[config.mk]
export PLATFORM = sky130hd
export DESIGN_NAME = tsa_top
export DESIGN_NICKNAME = d
export VERILOG_FILES = /design/src/tsa_pkg.sv /design/src/tsa_sync.sv /design/src/tsa_conv.sv /design/src/tsa_top.sv
export VERILOG_INCLUDE_DIRS = /design/src
export SDC_FILE = /design/constraint.sdc
export NUM_CORES = 1
export LEC_CHECK = 0
export BUFFER_PORTS_ARGS = -buffer_cell sky130_fd_sc_hd__buf_2
export CAP_MARGIN = 30
export CORE_ASPECT_RATIO = 0.8
export CORE_UTILIZATION = 50
export CTS_CLUSTER_DIAMETER = 60
export DETAILED_ROUTE_END_ITERATION = 16
export PLACE_DENSITY = 0.74
export SLEW_MARGIN = 20
export SYNTH_ARGS = -nofsm -noshare
export SYNTH_HDL_FRONTEND = slang
export SYNTH_SLANG_ARGS = --single-unit
export TNS_END_PERCENT = 5
[constraint.sdc]
create_clock -name I_CLOCK -period 5.6 [get_ports I_CLOCK]
set_clock_uncertainty 0.15 [all_clocks]
set_input_delay 0.28 -clock I_CLOCK [delete_from_list [all_inputs] [get_ports I_CLOCK]]
set_output_delay 0.28 -clock I_CLOCK [all_outputs]
set_load 0.1 [all_outputs]
[src/tsa_defs.svh]
/*
 * Constants of the thermostat alarm block: register pointers, configuration
 * field positions, reset values, fault counts and conversion times.
 * Assumes it is included by bare name by every file that needs it.
 */
//
// Behaviour
// - Comparator: alarm after N readings at/above high.
// - Comparator: alarm holds until N readings below low.
// - Power-up: comparator, high 80C, low 75C.
// - Interrupt: first alarm after N readings at/above high.
// - Interrupt: alarm cleared by shutdown or register read.
// - Interrupt: next alarm from readings below low.
// - Interrupt: same limit never alarms twice running.
// - Open-drain alarm, polarity bit, active low default.
// - Pointer selects temperature, config, low, high.
// - Pointer resets to zero, otherwise keeps value.
// - Config readable, writable, MSB first, reset default.
// - Shutdown clear: convert continuously, store each result.
// - Shutdown set: finish conversion, standby, bus alive.
// - Shutdown clears interrupt alarm, keeps comparator alarm.
// - Mode bit: zero comparator, one interrupt.
// - Fault queue codes give 1, 2, 4, 6.
// - Resolution codes give 9 to 12 bits.
// - Reserved config top bit reads zero.
// - Setpoints are 12-bit two's complement, left-justified.
// - Comparator ignores setpoint bits below resolution.
// - Temperature left-justified, unused low bits zero.
// - Acknowledge control code 1001 plus select pins.
`ifndef TSA_DEFS_SVH
`define TSA_DEFS_SVH
`define TSA_PTR_TEMP 8'h00
`define TSA_PTR_CFG 8'h01
`define TSA_PTR_LOW_HYSTERESIS_SETPOINT 8'h02
`define TSA_PTR_TOS 8'h03
`define TSA_PTR_RST 8'h00
`define TSA_CTRL_CODE 4'h9
`define TSA_TOS_RST 12'h500
`define TSA_LOW_HYSTERESIS_SETPOINT_RST 12'h4B0
`define TSA_CFG_RST 7'h00
`define TSA_CFG_SD 0
`define TSA_CFG_TM 1
`define TSA_CFG_POL 2
`define TSA_CFG_FQ_LO 3
`define TSA_CFG_FQ_HI 4
`define TSA_CFG_RES_LO 5
`define TSA_CFG_RES_HI 6
`define TSA_FQ_N0 3'h1
`define TSA_FQ_N1 3'h2
`define TSA_FQ_N2 3'h4
`define TSA_FQ_N3 3'h6
`define TSA_RES_MASK 16'hFF80
`define TSA_CLK_HZ 50000000.0
`define TSA_CONV9_S 0.15
`define TSA_CONV10_S 0.3
`define TSA_CONV11_S 0.6
`define TSA_CONV12_S 1.2
`endif

[src/tsa_pkg.sv]
/*
 * Types of the thermostat alarm block: link states and state records.
 * Assumes nothing beyond a SystemVerilog compiler.
 */
`default_nettype none
package tsa_pkg;
	// One-hot states of the two-wire slave engine.
	typedef enum logic [5:0] {
		LK_IDLE = 6'h01,
		LK_ADDR = 6'h02,
		LK_RX = 6'h04,
		LK_ACK = 6'h08,
		LK_TX = 6'h10,
		LK_TXACK = 6'h20
	} tsa_link_t;

	// Whole state of the top module.
	typedef struct packed {
		tsa_link_t link;
		logic scl_q;
		logic sda_q;
		logic [3:0] bits;
		logic [7:0] shf;
		logic rw;
		logic [1:0] bidx;
		logic ridx;
		logic [7:0] ptr;
		logic [6:0] cfg;
		logic [11:0] low_hysteresis_setpoint;
		logic [11:0] tos;
		logic [7:0] wmsb;
		logic [11:0] temp;
		logic alarm;
		logic watch_low;
		logic [2:0] fcount;
		logic sda_oe;
		logic alarm_oe;
		logic drive_lvl;
	} tsa_top_st_t;

	// Whole state of the conversion timer.
	typedef struct packed {
		logic [26:0] cnt;
		logic busy;
		logic done;
		logic [15:0] val;
	} tsa_conv_st_t;
endpackage
`default_nettype wire

[src/tsa_sync.sv]
/*
 * Three-stage input synchroniser with agreement filter.
 * Assumes inputs are asynchronous to i_clk.
 */
`timescale 1ns/1ps
`default_nettype none
module tsa_sync #(
	parameter int W = 5,
	parameter logic [W-1:0] INIT = '1
) (
	input wire logic i_clk,
	input wire logic i_rst_b,
	input wire logic i_ce,
	input wire logic [W-1:0] i_d,
	output logic [W-1:0] o_q
);
	// Stages and filtered output form one record.
	typedef struct packed {
		logic [W-1:0] s1;
		logic [W-1:0] s2;
		logic [W-1:0] s3;
		logic [W-1:0] q;
	} tsa_sync_st_t;
	tsa_sync_st_t r_reg;
	tsa_sync_st_t r_next;

	// The output follows only when stages two and three agree.
	always_comb
	begin
		r_next = r_reg;
		r_next.s1 = i_d;
		r_next.s2 = r_reg.s1;
		r_next.s3 = r_reg.s2;
		for (int i = 0; i < W; i++)
		begin
			if (r_reg.s2[i] == r_reg.s3[i])
			begin
				r_next.q[i] = r_reg.s3[i];
			end
		end
	end

	// Synchronous reset to the idle level.
	always_ff @(posedge i_clk)
	begin
		if (!i_rst_b)
		begin
			r_reg <= {INIT, INIT, INIT, INIT};
		end
		else if (i_ce)
		begin
			r_reg <= r_next;
		end
	end
	assign o_q = r_reg.q;
endmodule // tsa_sync
`default_nettype wire

[src/tsa_conv.sv]
/*
 * Conversion timer: paces conversions by resolution and captures readings.
 * Assumes i_sample is the converter's reading on the same clock.
 */
`timescale 1ns/1ps
`default_nettype none
`include "tsa_defs.svh"
module tsa_conv #(
	parameter int CYC0 = int'(`TSA_CONV9_S * `TSA_CLK_HZ),
	parameter int CYC1 = int'(`TSA_CONV10_S * `TSA_CLK_HZ),
	parameter int CYC2 = int'(`TSA_CONV11_S * `TSA_CLK_HZ),
	parameter int CYC3 = int'(`TSA_CONV12_S * `TSA_CLK_HZ)
) (
	input wire logic i_clk,
	input wire logic i_rst_b,
	input wire logic i_ce,
	input wire logic [1:0] i_res,
	input wire logic i_sd,
	input wire logic [15:0] i_sample,
	output logic o_done,
	output logic [15:0] o_val
);
	tsa_pkg::tsa_conv_st_t r_reg;
	tsa_pkg::tsa_conv_st_t r_next;
	logic [26:0] lim; // First count of a conversion at this resolution.
	logic [15:0] mask; // Keeps only the selected resolution's bits.

	// Conversion length and reading mask follow the resolution bits.
	always_comb
	begin
		case (i_res)
			2'h0: lim = 27'(CYC0 - 1);
			2'h1: lim = 27'(CYC1 - 1);
			2'h2: lim = 27'(CYC2 - 1);
			default: lim = 27'(CYC3 - 1);
		endcase
		mask = 16'($signed(`TSA_RES_MASK) >>> i_res);
	end

	// Runs conversions back to back; shutdown only stops the next one.
	always_comb
	begin
		r_next = r_reg;
		r_next.done = 1'b0;
		if (r_reg.busy)
		begin
			if (r_reg.cnt == 27'h0)
			begin
				r_next.done = 1'b1;
				r_next.val = i_sample & mask;
				r_next.busy = !i_sd;
				r_next.cnt = lim;
			end
			else
			begin
				r_next.cnt = 27'(r_reg.cnt - 27'h1);
			end
		end
		else if (!i_sd)
		begin
			r_next.busy = 1'b1;
			r_next.cnt = lim;
		end
	end

	// Conversions begin right after reset.
	always_ff @(posedge i_clk)
	begin
		if (!i_rst_b)
		begin
			r_reg <= '0;
		end
		else if (i_ce)
		begin
			r_reg <= r_next;
		end
	end
	assign o_done = r_reg.done;
	assign o_val = r_reg.val;

	// In standby no reading is ever reported.
	sd_idle_a: assert property (@(posedge i_clk) disable iff (!i_rst_b)
		(!r_reg.busy && i_sd && i_ce) |=> !r_reg.done)
		else $error("Reading reported while in standby.");
endmodule // tsa_conv
`default_nettype wire

[src/tsa_top.sv]
/*
 * Thermostat alarm block: two-wire slave, register bank, fault queue and
 * open-drain alarm pin.
 * Assumes an external wire resolves the open-drain pins from the enables,
 * and I_SAMPLE is the converter's reading on I_CLOCK.
 */
`timescale 1ns/1ps
`default_nettype none
`include "tsa_defs.svh"
module tsa_top #(
	parameter int CONV_CYC0 = int'(`TSA_CONV9_S * `TSA_CLK_HZ),
	parameter int CONV_CYC1 = int'(`TSA_CONV10_S * `TSA_CLK_HZ),
	parameter int CONV_CYC2 = int'(`TSA_CONV11_S * `TSA_CLK_HZ),
	parameter int CONV_CYC3 = int'(`TSA_CONV12_S * `TSA_CLK_HZ)
) (
	input wire logic I_CLOCK,
	input wire logic I_RST_B,
	input wire logic I_CE,
	input wire logic I_SCL,
	input wire logic I_SDA_IN,
	output logic O_SDA_OUT,
	output logic O_SDA_OE,
	input wire logic I_SLAVE_SELECT_0,
	input wire logic I_SLAVE_SELECT_1,
	input wire logic I_SLAVE_SELECT_2,
	input wire logic [15:0] I_SAMPLE,
	output logic O_ALARM_OUT,
	output logic O_ALARM_OE
);
	// Power-up contents of the whole state record.
	localparam tsa_pkg::tsa_top_st_t RST = '{
		link: tsa_pkg::LK_IDLE,
		scl_q: 1'b1,
		sda_q: 1'b1,
		bits: 4'h0,
		shf: 8'h00,
		rw: 1'b0,
		bidx: 2'h0,
		ridx: 1'b0,
		ptr: `TSA_PTR_RST,
		cfg: `TSA_CFG_RST,
		low_hysteresis_setpoint: `TSA_LOW_HYSTERESIS_SETPOINT_RST,
		tos: `TSA_TOS_RST,
		wmsb: 8'h00,
		temp: 12'h000,
		alarm: 1'b0,
		watch_low: 1'b0,
		fcount: 3'h0,
		sda_oe: 1'b0,
		alarm_oe: 1'b0,
		drive_lvl: 1'b0
	};

	tsa_pkg::tsa_top_st_t r_reg;
	tsa_pkg::tsa_top_st_t r_next;
	logic [4:0] pins; // Filtered bus and select pins.
	logic scl_s; // Filtered bus clock.
	logic sda_s; // Filtered bus data.
	logic [2:0] sel_s; // Filtered select pins.
	logic cv_done; // One-cycle pulse per finished conversion.
	logic [15:0] cv_val; // Masked reading of that conversion.
	logic scl_rise; // Bus clock went high.
	logic scl_fall; // Bus clock went low.
	logic bus_start; // Start condition seen.
	logic bus_stop; // Stop condition seen.
	logic ptr_wr; // Pointer byte taken this cycle.
	logic rd_hit; // Read access acknowledged this cycle.
	logic sd_set; // Shutdown bit written from zero to one.
	logic [15:0] rd_word; // Register selected by the pointer.
	logic [7:0] rd_byte; // Byte of it now due out.
	logic [15:0] mask; // Resolution mask for the comparator.
	logic [15:0] hi_m; // High setpoint, masked.
	logic [15:0] lo_m; // Low setpoint, masked.
	logic ge_high; // Reading at or above the high setpoint.
	logic lt_low; // Reading below the low setpoint.
	logic viol; // Reading violates the watched limit.
	logic [2:0] need; // Consecutive violations needed.
	logic trig; // Fault queue full on this reading.

	// Bus and select pins cross into the clock domain.
	tsa_sync #(
		.W(5),
		.INIT(5'h1F)
	) u_sync (
		.i_clk(I_CLOCK),
		.i_rst_b(I_RST_B),
		.i_ce(I_CE),
		.i_d({I_SCL, I_SDA_IN, I_SLAVE_SELECT_2, I_SLAVE_SELECT_1, I_SLAVE_SELECT_0}),
		.o_q(pins)
	);
	assign scl_s = pins[4];
	assign sda_s = pins[3];
	assign sel_s = pins[2:0];

	// Conversion pacing and capture of readings.
	tsa_conv #(
		.CYC0(CONV_CYC0),
		.CYC1(CONV_CYC1),
		.CYC2(CONV_CYC2),
		.CYC3(CONV_CYC3)
	) u_conv (
		.i_clk(I_CLOCK),
		.i_rst_b(I_RST_B),
		.i_ce(I_CE),
		.i_res(r_reg.cfg[`TSA_CFG_RES_HI:`TSA_CFG_RES_LO]),
		.i_sd(r_reg.cfg[`TSA_CFG_SD]),
		.i_sample(I_SAMPLE),
		.o_done(cv_done),
		.o_val(cv_val)
	);

	// Read data: left-justified words, configuration repeated in both bytes.
	always_comb
	begin
		case (r_reg.ptr)
			`TSA_PTR_TEMP: rd_word = {r_reg.temp, 4'h0};
			`TSA_PTR_CFG: rd_word = {1'b0, r_reg.cfg, 1'b0, r_reg.cfg};
			`TSA_PTR_LOW_HYSTERESIS_SETPOINT: rd_word = {r_reg.low_hysteresis_setpoint, 4'h0};
			`TSA_PTR_TOS: rd_word = {r_reg.tos, 4'h0};
			default: rd_word = 16'h0000;
		endcase
		rd_byte = r_reg.ridx ? rd_word[7:0] : rd_word[15:8];
	end

	// Comparator: setpoints are masked to the resolution in use.
	always_comb
	begin
		mask = 16'($signed(`TSA_RES_MASK) >>> r_reg.cfg[`TSA_CFG_RES_HI:`TSA_CFG_RES_LO]);
		hi_m = {r_reg.tos, 4'h0} & mask;
		lo_m = {r_reg.low_hysteresis_setpoint, 4'h0} & mask;
		ge_high = $signed(cv_val) >= $signed(hi_m);
		lt_low = $signed(cv_val) < $signed(lo_m);
		viol = r_reg.watch_low ? lt_low : ge_high;
		case (r_reg.cfg[`TSA_CFG_FQ_HI:`TSA_CFG_FQ_LO])
			2'h0: need = `TSA_FQ_N0;
			2'h1: need = `TSA_FQ_N1;
			2'h2: need = `TSA_FQ_N2;
			default: need = `TSA_FQ_N3;
		endcase
		trig = cv_done && viol && (3'(r_reg.fcount + 3'h1) >= need);
	end

	// Bus engine, register writes and thermostat in one next-state process.
	always_comb
	begin
		r_next = r_reg;
		ptr_wr = 1'b0;
		rd_hit = 1'b0;
		sd_set = 1'b0;
		scl_rise = scl_s && !r_reg.scl_q;
		scl_fall = !scl_s && r_reg.scl_q;
		bus_start = scl_s && r_reg.scl_q && r_reg.sda_q && !sda_s;
		bus_stop = scl_s && r_reg.scl_q && !r_reg.sda_q && sda_s;
		r_next.scl_q = scl_s;
		r_next.sda_q = sda_s;
		case (r_reg.link)
			tsa_pkg::LK_IDLE:
			begin
				r_next.sda_oe = 1'b0;
			end
			tsa_pkg::LK_ADDR, tsa_pkg::LK_RX:
			begin
				if (scl_rise)
				begin
					// Bits arrive most significant first.
					r_next.shf = {r_reg.shf[6:0], sda_s};
					r_next.bits = 4'(r_reg.bits + 4'h1);
				end
				else if (scl_fall && r_reg.bits == 4'h8)
				begin
					r_next.link = tsa_pkg::LK_ACK;
					r_next.sda_oe = 1'b1;
					if (r_reg.link == tsa_pkg::LK_ADDR)
					begin
						// Only our control code and select pins are answered.
						if (r_reg.shf[7:4] == `TSA_CTRL_CODE && r_reg.shf[3:1] == sel_s)
						begin
							r_next.rw = r_reg.shf[0];
							r_next.bidx = 2'h0;
							r_next.ridx = 1'b0;
							rd_hit = r_reg.shf[0];
						end
						else
						begin
							r_next.link = tsa_pkg::LK_IDLE;
							r_next.sda_oe = 1'b0;
						end
					end
					else
					begin
						// First byte is the pointer, then data bytes.
						r_next.bidx = (r_reg.bidx == 2'h3) ? 2'h3 : 2'(r_reg.bidx + 2'h1);
						case (r_reg.bidx)
							2'h0:
							begin
								ptr_wr = 1'b1;
								r_next.ptr = r_reg.shf;
							end
							2'h1:
							begin
								r_next.wmsb = r_reg.shf;
								if (r_reg.ptr == `TSA_PTR_CFG)
								begin
									r_next.cfg = r_reg.shf[6:0];
									sd_set = r_reg.shf[`TSA_CFG_SD] && !r_reg.cfg[`TSA_CFG_SD];
								end
							end
							2'h2:
							begin
								if (r_reg.ptr == `TSA_PTR_LOW_HYSTERESIS_SETPOINT)
								begin
									r_next.low_hysteresis_setpoint = {r_reg.wmsb, r_reg.shf[7:4]};
								end
								else if (r_reg.ptr == `TSA_PTR_TOS)
								begin
									r_next.tos = {r_reg.wmsb, r_reg.shf[7:4]};
								end
							end
							default:
							begin
								r_next.bidx = 2'h3;
							end
						endcase
					end
				end
			end
			tsa_pkg::LK_ACK:
			begin
				if (scl_fall)
				begin
					// Release acknowledge, or put out the first bit of a byte.
					r_next.bits = 4'h0;
					r_next.sda_oe = 1'b0;
					r_next.link = tsa_pkg::LK_RX;
					if (r_reg.rw)
					begin
						r_next.link = tsa_pkg::LK_TX;
						r_next.shf = rd_byte;
						r_next.sda_oe = !rd_byte[7];
						r_next.ridx = !r_reg.ridx;
					end
				end
			end
			tsa_pkg::LK_TX:
			begin
				if (scl_fall)
				begin
					r_next.bits = 4'(r_reg.bits + 4'h1);
					r_next.shf = {r_reg.shf[6:0], 1'b0};
					r_next.sda_oe = !r_reg.shf[6];
					if (r_reg.bits == 4'h7)
					begin
						r_next.link = tsa_pkg::LK_TXACK;
						r_next.sda_oe = 1'b0;
					end
				end
			end
			tsa_pkg::LK_TXACK:
			begin
				// A missing master acknowledge ends the read.
				if (scl_rise)
				begin
					r_next.link = sda_s ? tsa_pkg::LK_IDLE : tsa_pkg::LK_ACK;
				end
			end
			default:
			begin
				r_next.link = tsa_pkg::LK_IDLE;
				r_next.sda_oe = 1'b0;
			end
		endcase
		if (bus_start)
		begin
			r_next.link = tsa_pkg::LK_ADDR;
			r_next.bits = 4'h0;
			r_next.sda_oe = 1'b0;
		end
		else if (bus_stop)
		begin
			r_next.link = tsa_pkg::LK_IDLE;
			r_next.sda_oe = 1'b0;
		end

		// Interrupt mode: a read or entering shutdown clears the alarm.
		if (r_reg.cfg[`TSA_CFG_TM] && (rd_hit || sd_set))
		begin
			r_next.alarm = 1'b0;
		end
		// Each reading is stored and counted against the watched limit.
		if (cv_done)
		begin
			r_next.temp = cv_val[15:4];
			r_next.fcount = viol ? 3'(r_reg.fcount + 3'h1) : 3'h0;
		end
		// A full queue flips the watched limit; the set wins over a clear.
		if (trig)
		begin
			r_next.fcount = 3'h0;
			r_next.watch_low = !r_reg.watch_low;
			if (r_reg.cfg[`TSA_CFG_TM])
			begin
				r_next.alarm = 1'b1;
			end
			else
			begin
				r_next.alarm = !r_reg.watch_low;
			end
		end
		// Open drain: pull low unless the pin's level is to be high.
		r_next.alarm_oe = r_next.alarm ^ r_next.cfg[`TSA_CFG_POL];
	end

	// Single state register with clock enable.
	always_ff @(posedge I_CLOCK)
	begin
		if (!I_RST_B)
		begin
			r_reg <= RST;
		end
		else if (I_CE)
		begin
			r_reg <= r_next;
		end
	end
	assign O_SDA_OUT = r_reg.drive_lvl;
	assign O_SDA_OE = r_reg.sda_oe;
	assign O_ALARM_OUT = r_reg.drive_lvl;
	assign O_ALARM_OE = r_reg.alarm_oe;

	alarm_pin_a: assert property (@(posedge I_CLOCK) disable iff (!I_RST_B)
		O_ALARM_OE == (r_reg.alarm ^ r_reg.cfg[`TSA_CFG_POL]))
		else $error("Alarm pin level disagrees with alarm and polarity.");
	ptr_hold_a: assert property (@(posedge I_CLOCK) disable iff (!I_RST_B)
		$changed(r_reg.ptr) |-> $past(ptr_wr))
		else $error("Pointer changed without a pointer byte.");
	int_sd_clear_a: assert property (@(posedge I_CLOCK) disable iff (!I_RST_B)
		(I_CE && sd_set && r_reg.cfg[`TSA_CFG_TM] && !trig) |=> !r_reg.alarm)
		else $error("Shutdown did not clear the interrupt alarm.");
	cmp_sd_keep_a: assert property (@(posedge I_CLOCK) disable iff (!I_RST_B)
		(I_CE && sd_set && !r_reg.cfg[`TSA_CFG_TM] && !cv_done) |=> $stable(r_reg.alarm))
		else $error("Shutdown changed the comparator alarm.");
	read_clear_a: assert property (@(posedge I_CLOCK) disable iff (!I_RST_B)
		(I_CE && rd_hit && r_reg.cfg[`TSA_CFG_TM] && !trig) |=> !r_reg.alarm)
		else $error("Register read did not clear the interrupt alarm.");
	count_reset_a: assert property (@(posedge I_CLOCK) disable iff (!I_RST_B)
		(I_CE && cv_done && !viol) |=> r_reg.fcount == 3'h0)
		else $error("Fault count kept after a good reading.");
	cmp_raise_a: assert property (@(posedge I_CLOCK) disable iff (!I_RST_B)
		(I_CE && !r_reg.cfg[`TSA_CFG_TM] && !r_reg.watch_low && cv_done && ge_high
		&& r_reg.fcount == need - 3'h1) |=> r_reg.alarm)
		else $error("Comparator alarm not raised with a full queue.");
	cmp_hold_a: assert property (@(posedge I_CLOCK) disable iff (!I_RST_B)
		(I_CE && !r_reg.cfg[`TSA_CFG_TM] && r_reg.alarm && r_reg.watch_low && !lt_low)
		|=> r_reg.alarm)
		else $error("Comparator alarm dropped above the low setpoint.");
	int_alt_a: assert property (@(posedge I_CLOCK) disable iff (!I_RST_B)
		(I_CE && trig) |=> (r_reg.watch_low != $past(r_reg.watch_low)) ##1 !trig)
		else $error("Watched limit did not alternate after an alarm.");
	ack_rel_a: assert property (@(posedge I_CLOCK) disable iff (!I_RST_B)
		(r_reg.link == tsa_pkg::LK_ADDR && scl_fall && r_reg.bits == 4'h8
		&& r_reg.shf[7:4] != `TSA_CTRL_CODE && I_CE) |=> !O_SDA_OE)
		else $error("Foreign control code acknowledged.");
endmodule // tsa_top
`default_nettype wire

Yosys cells after proc, flatten, opt, wreduce, memory -nomap -nowiden
Cells that the tools add are included.

operators by class
  muxes and demuxes = 76
  order comparisons = 3
  equality and inequality tests = 46
  add/subtract/negate cells = 4
  reductions and logical operators = 56
  shift-type cells = 1
  bitwise logic cells = 7

operator list
  cell                                                                    count
  48-bit 2-to-1 mux                                                       2
  26-bit case mux with 3 select lines                                     1
  12-bit 2-to-1 mux                                                       6
  16-bit case mux with 4 select lines                                     1
  28-bit 2-to-1 mux                                                       2
  16-bit AND                                                              3
  6-bit 2-to-1 mux                                                        8
  47-bit 2-to-1 mux                                                       1
  12-bit case mux with 3 select lines                                     1
  35-bit 2-to-1 mux                                                       1
  8-bit 2-to-1 mux                                                        4
  6-bit case mux with 5 select lines                                      1
  6-bit AND reduction                                                     5
  27-bit zero test                                                        1
  1-bit 2-to-1 mux                                                        27
  27-bit 2-to-1 mux                                                       1
  27-bit by 1-bit subtractor with 27-bit output (second input constant)   1
  24-bit 2-to-1 mux                                                       1
  4-bit inequality test (second input constant)                           6
  8-bit AND reduction                                                     3
  18-bit 2-to-1 mux                                                       1
  2-bit AND reduction                                                     9
  17-bit 2-to-1 mux                                                       1
  8-bit by 2-bit equality test with 1-bit output (second input constant)  2
  other kinds (46)                                                        104

storage, ports and cells
  flip-flop bits (word level) = 155
  logic and storage cells = 225
  bits of input ports = 24

Logic depth before layout (Yosys ltp)
  depth after elaboration = 13
  depth in mapped cells = 11
  depth with buffers taken out = 11

By module
A second synthesis with hierarchy kept.

unflattened totals
  cell total of the unflattened synthesis = 1025
  area, all modules = 8588.2 um^2

by module, submodules not included
  module    instances  cells an instance  area each (um^2)
  tsa_top   1          616                5180.0
  tsa_conv  1          329                2607.5
  tsa_sync  1          80                 800.8

Least setup slack after synthesis
No wires, ideal clock.

  path kind = register to register
  from = reg r_reg[58] (netlist bit)
  to = reg r_reg (netlist bit O_ALARM_OE)
  library setup time = 0.129 ns
  cell stages (with the launch flop) = 12
  clock period less this slack = 3.016 ns
  data required time = 5.321 ns
  slack = 2.584 ns
  arrival = 2.737 ns
  path through = dfxtp_1 -> inv_1 -> ha_1 -> nand2b_1 -> ha_1 -> a21o_1 -> a221oi_1 -> o21ai_0 -> a21oi_1 -> nor4bb_1 -> o21a_1 -> o211ai_1

between the ends
  longest elaborated chain between the ends = 8
  elaborated cells between the ends (all ways) = 10

ends and longest elaborated chain
  item                                                                                      RTL line                        text
  start, declared                                                                           tsa_top.sv:54                   tsa_pkg::tsa_top_st_t r_reg;
  start signal, assigned                                                                    tsa_top.sv:322                  r_reg <= r_next;
  8-bit by 2-bit >>> shifter with 16-bit output (*)                                         tsa_top.sv:128                  mask = 16'($signed(`TSA_RES_MASK) >>> r_reg.cfg[`TSA_CFG_RES_HI:`TSA_CFG_RES_LO]);
  16-bit AND (on tied branches)                                                             tsa_top.sv:129, tsa_top.sv:130
  16-bit greater-or-equal comparator / 16-bit less-than comparator (equally long branches)  tsa_top.sv:131, tsa_top.sv:132
  1-bit 2-to-1 mux (*)                                                                      tsa_top.sv:133                  viol = r_reg.watch_low ? lt_low : ge_high;
  1-bit logical AND (*) (2 in a row)                                                        tsa_top.sv:140                  trig = cv_done && viol && (3'(r_reg.fcount + 3'h1) >= need);
  5-bit 2-to-1 mux (*)                                                                      tsa_top.sv:296                  if (trig)
  1-bit XOR (*)                                                                             tsa_top.sv:310                  r_next.alarm_oe = r_next.alarm ^ r_next.cfg[`TSA_CFG_POL];

Every way passes the cells marked *; elsewhere a longest branch is shown, timed or not.
A chain may end at the register's enable or synchronous reset.

Worst setup path in the final report
Same ends and word-level chain as after synthesis.

==> out/metrics.cfg <==
[power]
swShare=0.225
intPower_mw=1.91
p_total_mw=2.47
powerDensity_mw_per_mm2=273
p_sw_uw=555
power.leakage_nw=3.44
power_frac_comb=0.062
clkPwrFrac=0.486
irDropWorstVdd_uv=204
seq_power_share=0.452

[finish]
antennaDiodeCount=0
final_util=0.589
layout_commonest_cell=dfxtp_1
stdcell_count=1215
largest_register_ffs=88
final_cell_mix=dfxtp_1 (151), nand2_1 (120), nor2_1 (117)
multi_input_area_mm2=0.00463
drive_above_1_share=0.0746
area_growth_syn_to_layout_pct=12.6
nets=1056
regArea_mm2=0.00302
n_fill_cell=1369

[synthesis]
avgSynthCellArea_um2=8.15
synth-edff-count=0
yosysUniqueCellTypes=74
ys_seq_elements=151
synthFlopType=dfxtp_1
ys_warn_count=0
syn_inst=983
synthArstFlopShare=0
syn-cell-area_mm2=0.00801
yosysSeqAreaShare=0.377

[hold_path]
min_path_cells=3
hold_path.class=in -> reg
worstHoldStart=I_CE
min_delay_worst_endpoint=r_reg[54]$_SDFFE_PN0P_

[critical_path]
regToRegEndpoint=O_ALARM_OE$_SDFFE_PN0P_
setup.worst_path.end_class=register
r2r_cells=11
arrival_ns=3.86
r2r_slack_ns=1.89
cp_max_fo=9
worst_ep_required_time_ns=5.75
startpoint_type=register
timing.rr.start=r_reg[58]$_SDFFE_PN0P_
path_class=reg -> reg

[die]
io_pins=28
start_util=0.523
die_h_um=115
core_region_area_mm2=0.0153
die-area_mm2=0.0165
dieWidth_um=144
std_cell_rows=40

[placed_design]
placed_cells=1167
port_buffers=21
place_congestion=0.928
dp_slack_ns=1.92
hpwl_um=13600

[clocking]
cts.clk_slew.worst_paths_ns=0.06
clock-sinks=151
clockBufferDepth=2
clock-root-buffer=clkbuf_16
cts-resized-gates=0
cts_tree=yes
htree_levels=4
clock_latency_ns=0.43
cts_hold_repair.buffers=17
cts_buffers=17
post_cts_buffers=0

[timing]
slew_viol_final=0
rsz0062_at_grt=false
tightest_slew_ns=0.944
fin_crit_ns=3.71
finalHoldViolCount=0
setup_viol=0
finalSetupTns_ns=0
period_share=0.662
slew_headroom=0.369
post-route-worst-setup-slack_ns=1.89
fmax_mhz=270

[route]
route.detailed.drc=0
firstDrtPassIters=6
vias=7090
first_iter_violations=599
via_per_inst=5.84
wire_per_inst_um=16.5
ant_nets=0
drt-total-wl_um=20000

[outcome]
outcome=complete, no violations

[grt]
track_usage=0.253
grt_pass1_vias=6328
grt_max_degree=53
grt_pass1_wl_um=32400
grt_antenna_before_repair=0
gr-total-overflow=0

[job]
maxCapViolCount=0

==> through the flow <==
step	hold slack (ns)	instance area, µm²
floorplan	0.258	8010
global placement	0.297	8190
detailed placement	0.300	8220
CTS	0.211	9000
global route	0.237	9020
finish	0.238	9020
==> cell usage after synthesis (all sizes together), types with 4 or more instances <==
library cell,count,area share
inv,37,0.017
nand2b,14,0.011
clkbuf,43,0.020
or3,10,0.0078
a22oi,7,0.0066
nor4b,4,0.0044
o21a,10,0.0094
nor3b,5,0.0047
nor3,23,0.018
nor2,118,0.056
nand3,18,0.011
a311oi,6,0.0066
mux2i,74,0.092
a211oi,11,0.010
a221oi,8,0.0087
nor2b,11,0.0086
nand4,9,0.0070
dfxtp,151,0.38
ha,37,0.058
nand2,120,0.056
and3,6,0.0047
o211ai,8,0.0075
xor2,8,0.0087
or4,4,0.0047
a32oi,4,0.0044
buf,11,0.0069
a21o,5,0.0047
a31oi,4,0.0031
o21ai,51,0.032
a21oi,97,0.062
xnor2,9,0.0098
nand3b,7,0.0066
nor4,7,0.0062
and2,6,0.0047
==> cells by family (layout without fill, tap and decap cells) <==
| kind of cell | after synthesis | after routing | synth area share |
|---|---|---|---|
| compound gates | 236 | 236 | 0.182 |
| xor+xnor | 17 | 17 | 0.0186 |
| fa+ha+maj | 37 | 37 | 0.0578 |
| buf+inv | 91 | 112 | 0.0444 |
| flops | 151 | 151 | 0.377 |
| mux | 75 | 75 | 0.0939 |
| other cells | 1 | 2 | 0.000468 |
| simple gates | 375 | 375 | 0.226 |
==> metal layers <==
| metal | vias up | part of all wire | global-route usage |
|---|---|---|---|
| met2 | 249 | 0.42 | 0.375 |
| met1 | 3321 | 0.49 | 0.368 |
| met3 | 21 | 0.074 | 0.0587 |
| li1 | 3499 | - | - |
| met4 | 0 | 0.0087 | 0.0603 |
| met5 | - | 0 | 0 |
==> critical path, cell delays in order, from the launching register on <==
cell	delay [ns]
dfxtp_1	0.52
inv_1	0.16
ha_1	0.31
nand2b_1	0.18
ha_1	0.28
a21o_1	0.15
a221oi_1	0.27
o21ai_0	0.11
a21oi_1	0.44
nor4bb_1	0.74
o21a_1	0.19
o211ai_1	0.09
==> power groups by stage <==
stage	Clock, mW	Sequential, mW	Combinational [mW]
floorplan	0	1.13	0.112
global placement	0	1.14	0.138
CTS	1.22	1.11	0.151
finish	1.20	1.11	0.153
detailed placement	0	1.14	0.141
global route	1.27	1.12	0.168
==> worst max-delay path by stage <==
| stage | from | cells past startpoint | to |
|---|---|---|---|
| after floorplan | r_reg[58]$_SDFFE_PN0P_ | 11 | O_ALARM_OE$_SDFFE_PN0P_ |
| after detailed placement | r_reg[58]$_SDFFE_PN0P_ | 11 | O_ALARM_OE$_SDFFE_PN0P_ |
| after global placement | r_reg[58]$_SDFFE_PN0P_ | 11 | O_ALARM_OE$_SDFFE_PN0P_ |
| after CTS | r_reg[58]$_SDFFE_PN0P_ | 11 | O_ALARM_OE$_SDFFE_PN0P_ |
| after global routing | r_reg[58]$_SDFFE_PN0P_ | 11 | O_ALARM_OE$_SDFFE_PN0P_ |
| final | r_reg[58]$_SDFFE_PN0P_ | 11 | O_ALARM_OE$_SDFFE_PN0P_ |
==> final cells by class <==
class                           instances  area share
Clock buffer                           20      0.0507
Clock inverter                          9      0.0168
Timing Repair Buffer                   46      0.0387
Inverter                               37      0.0154
Sequential cell                       151       0.335
Multi-Input combinational cell        742       0.514
Tap cell                              210      0.0291
Power figures use the tool's default switching activity.
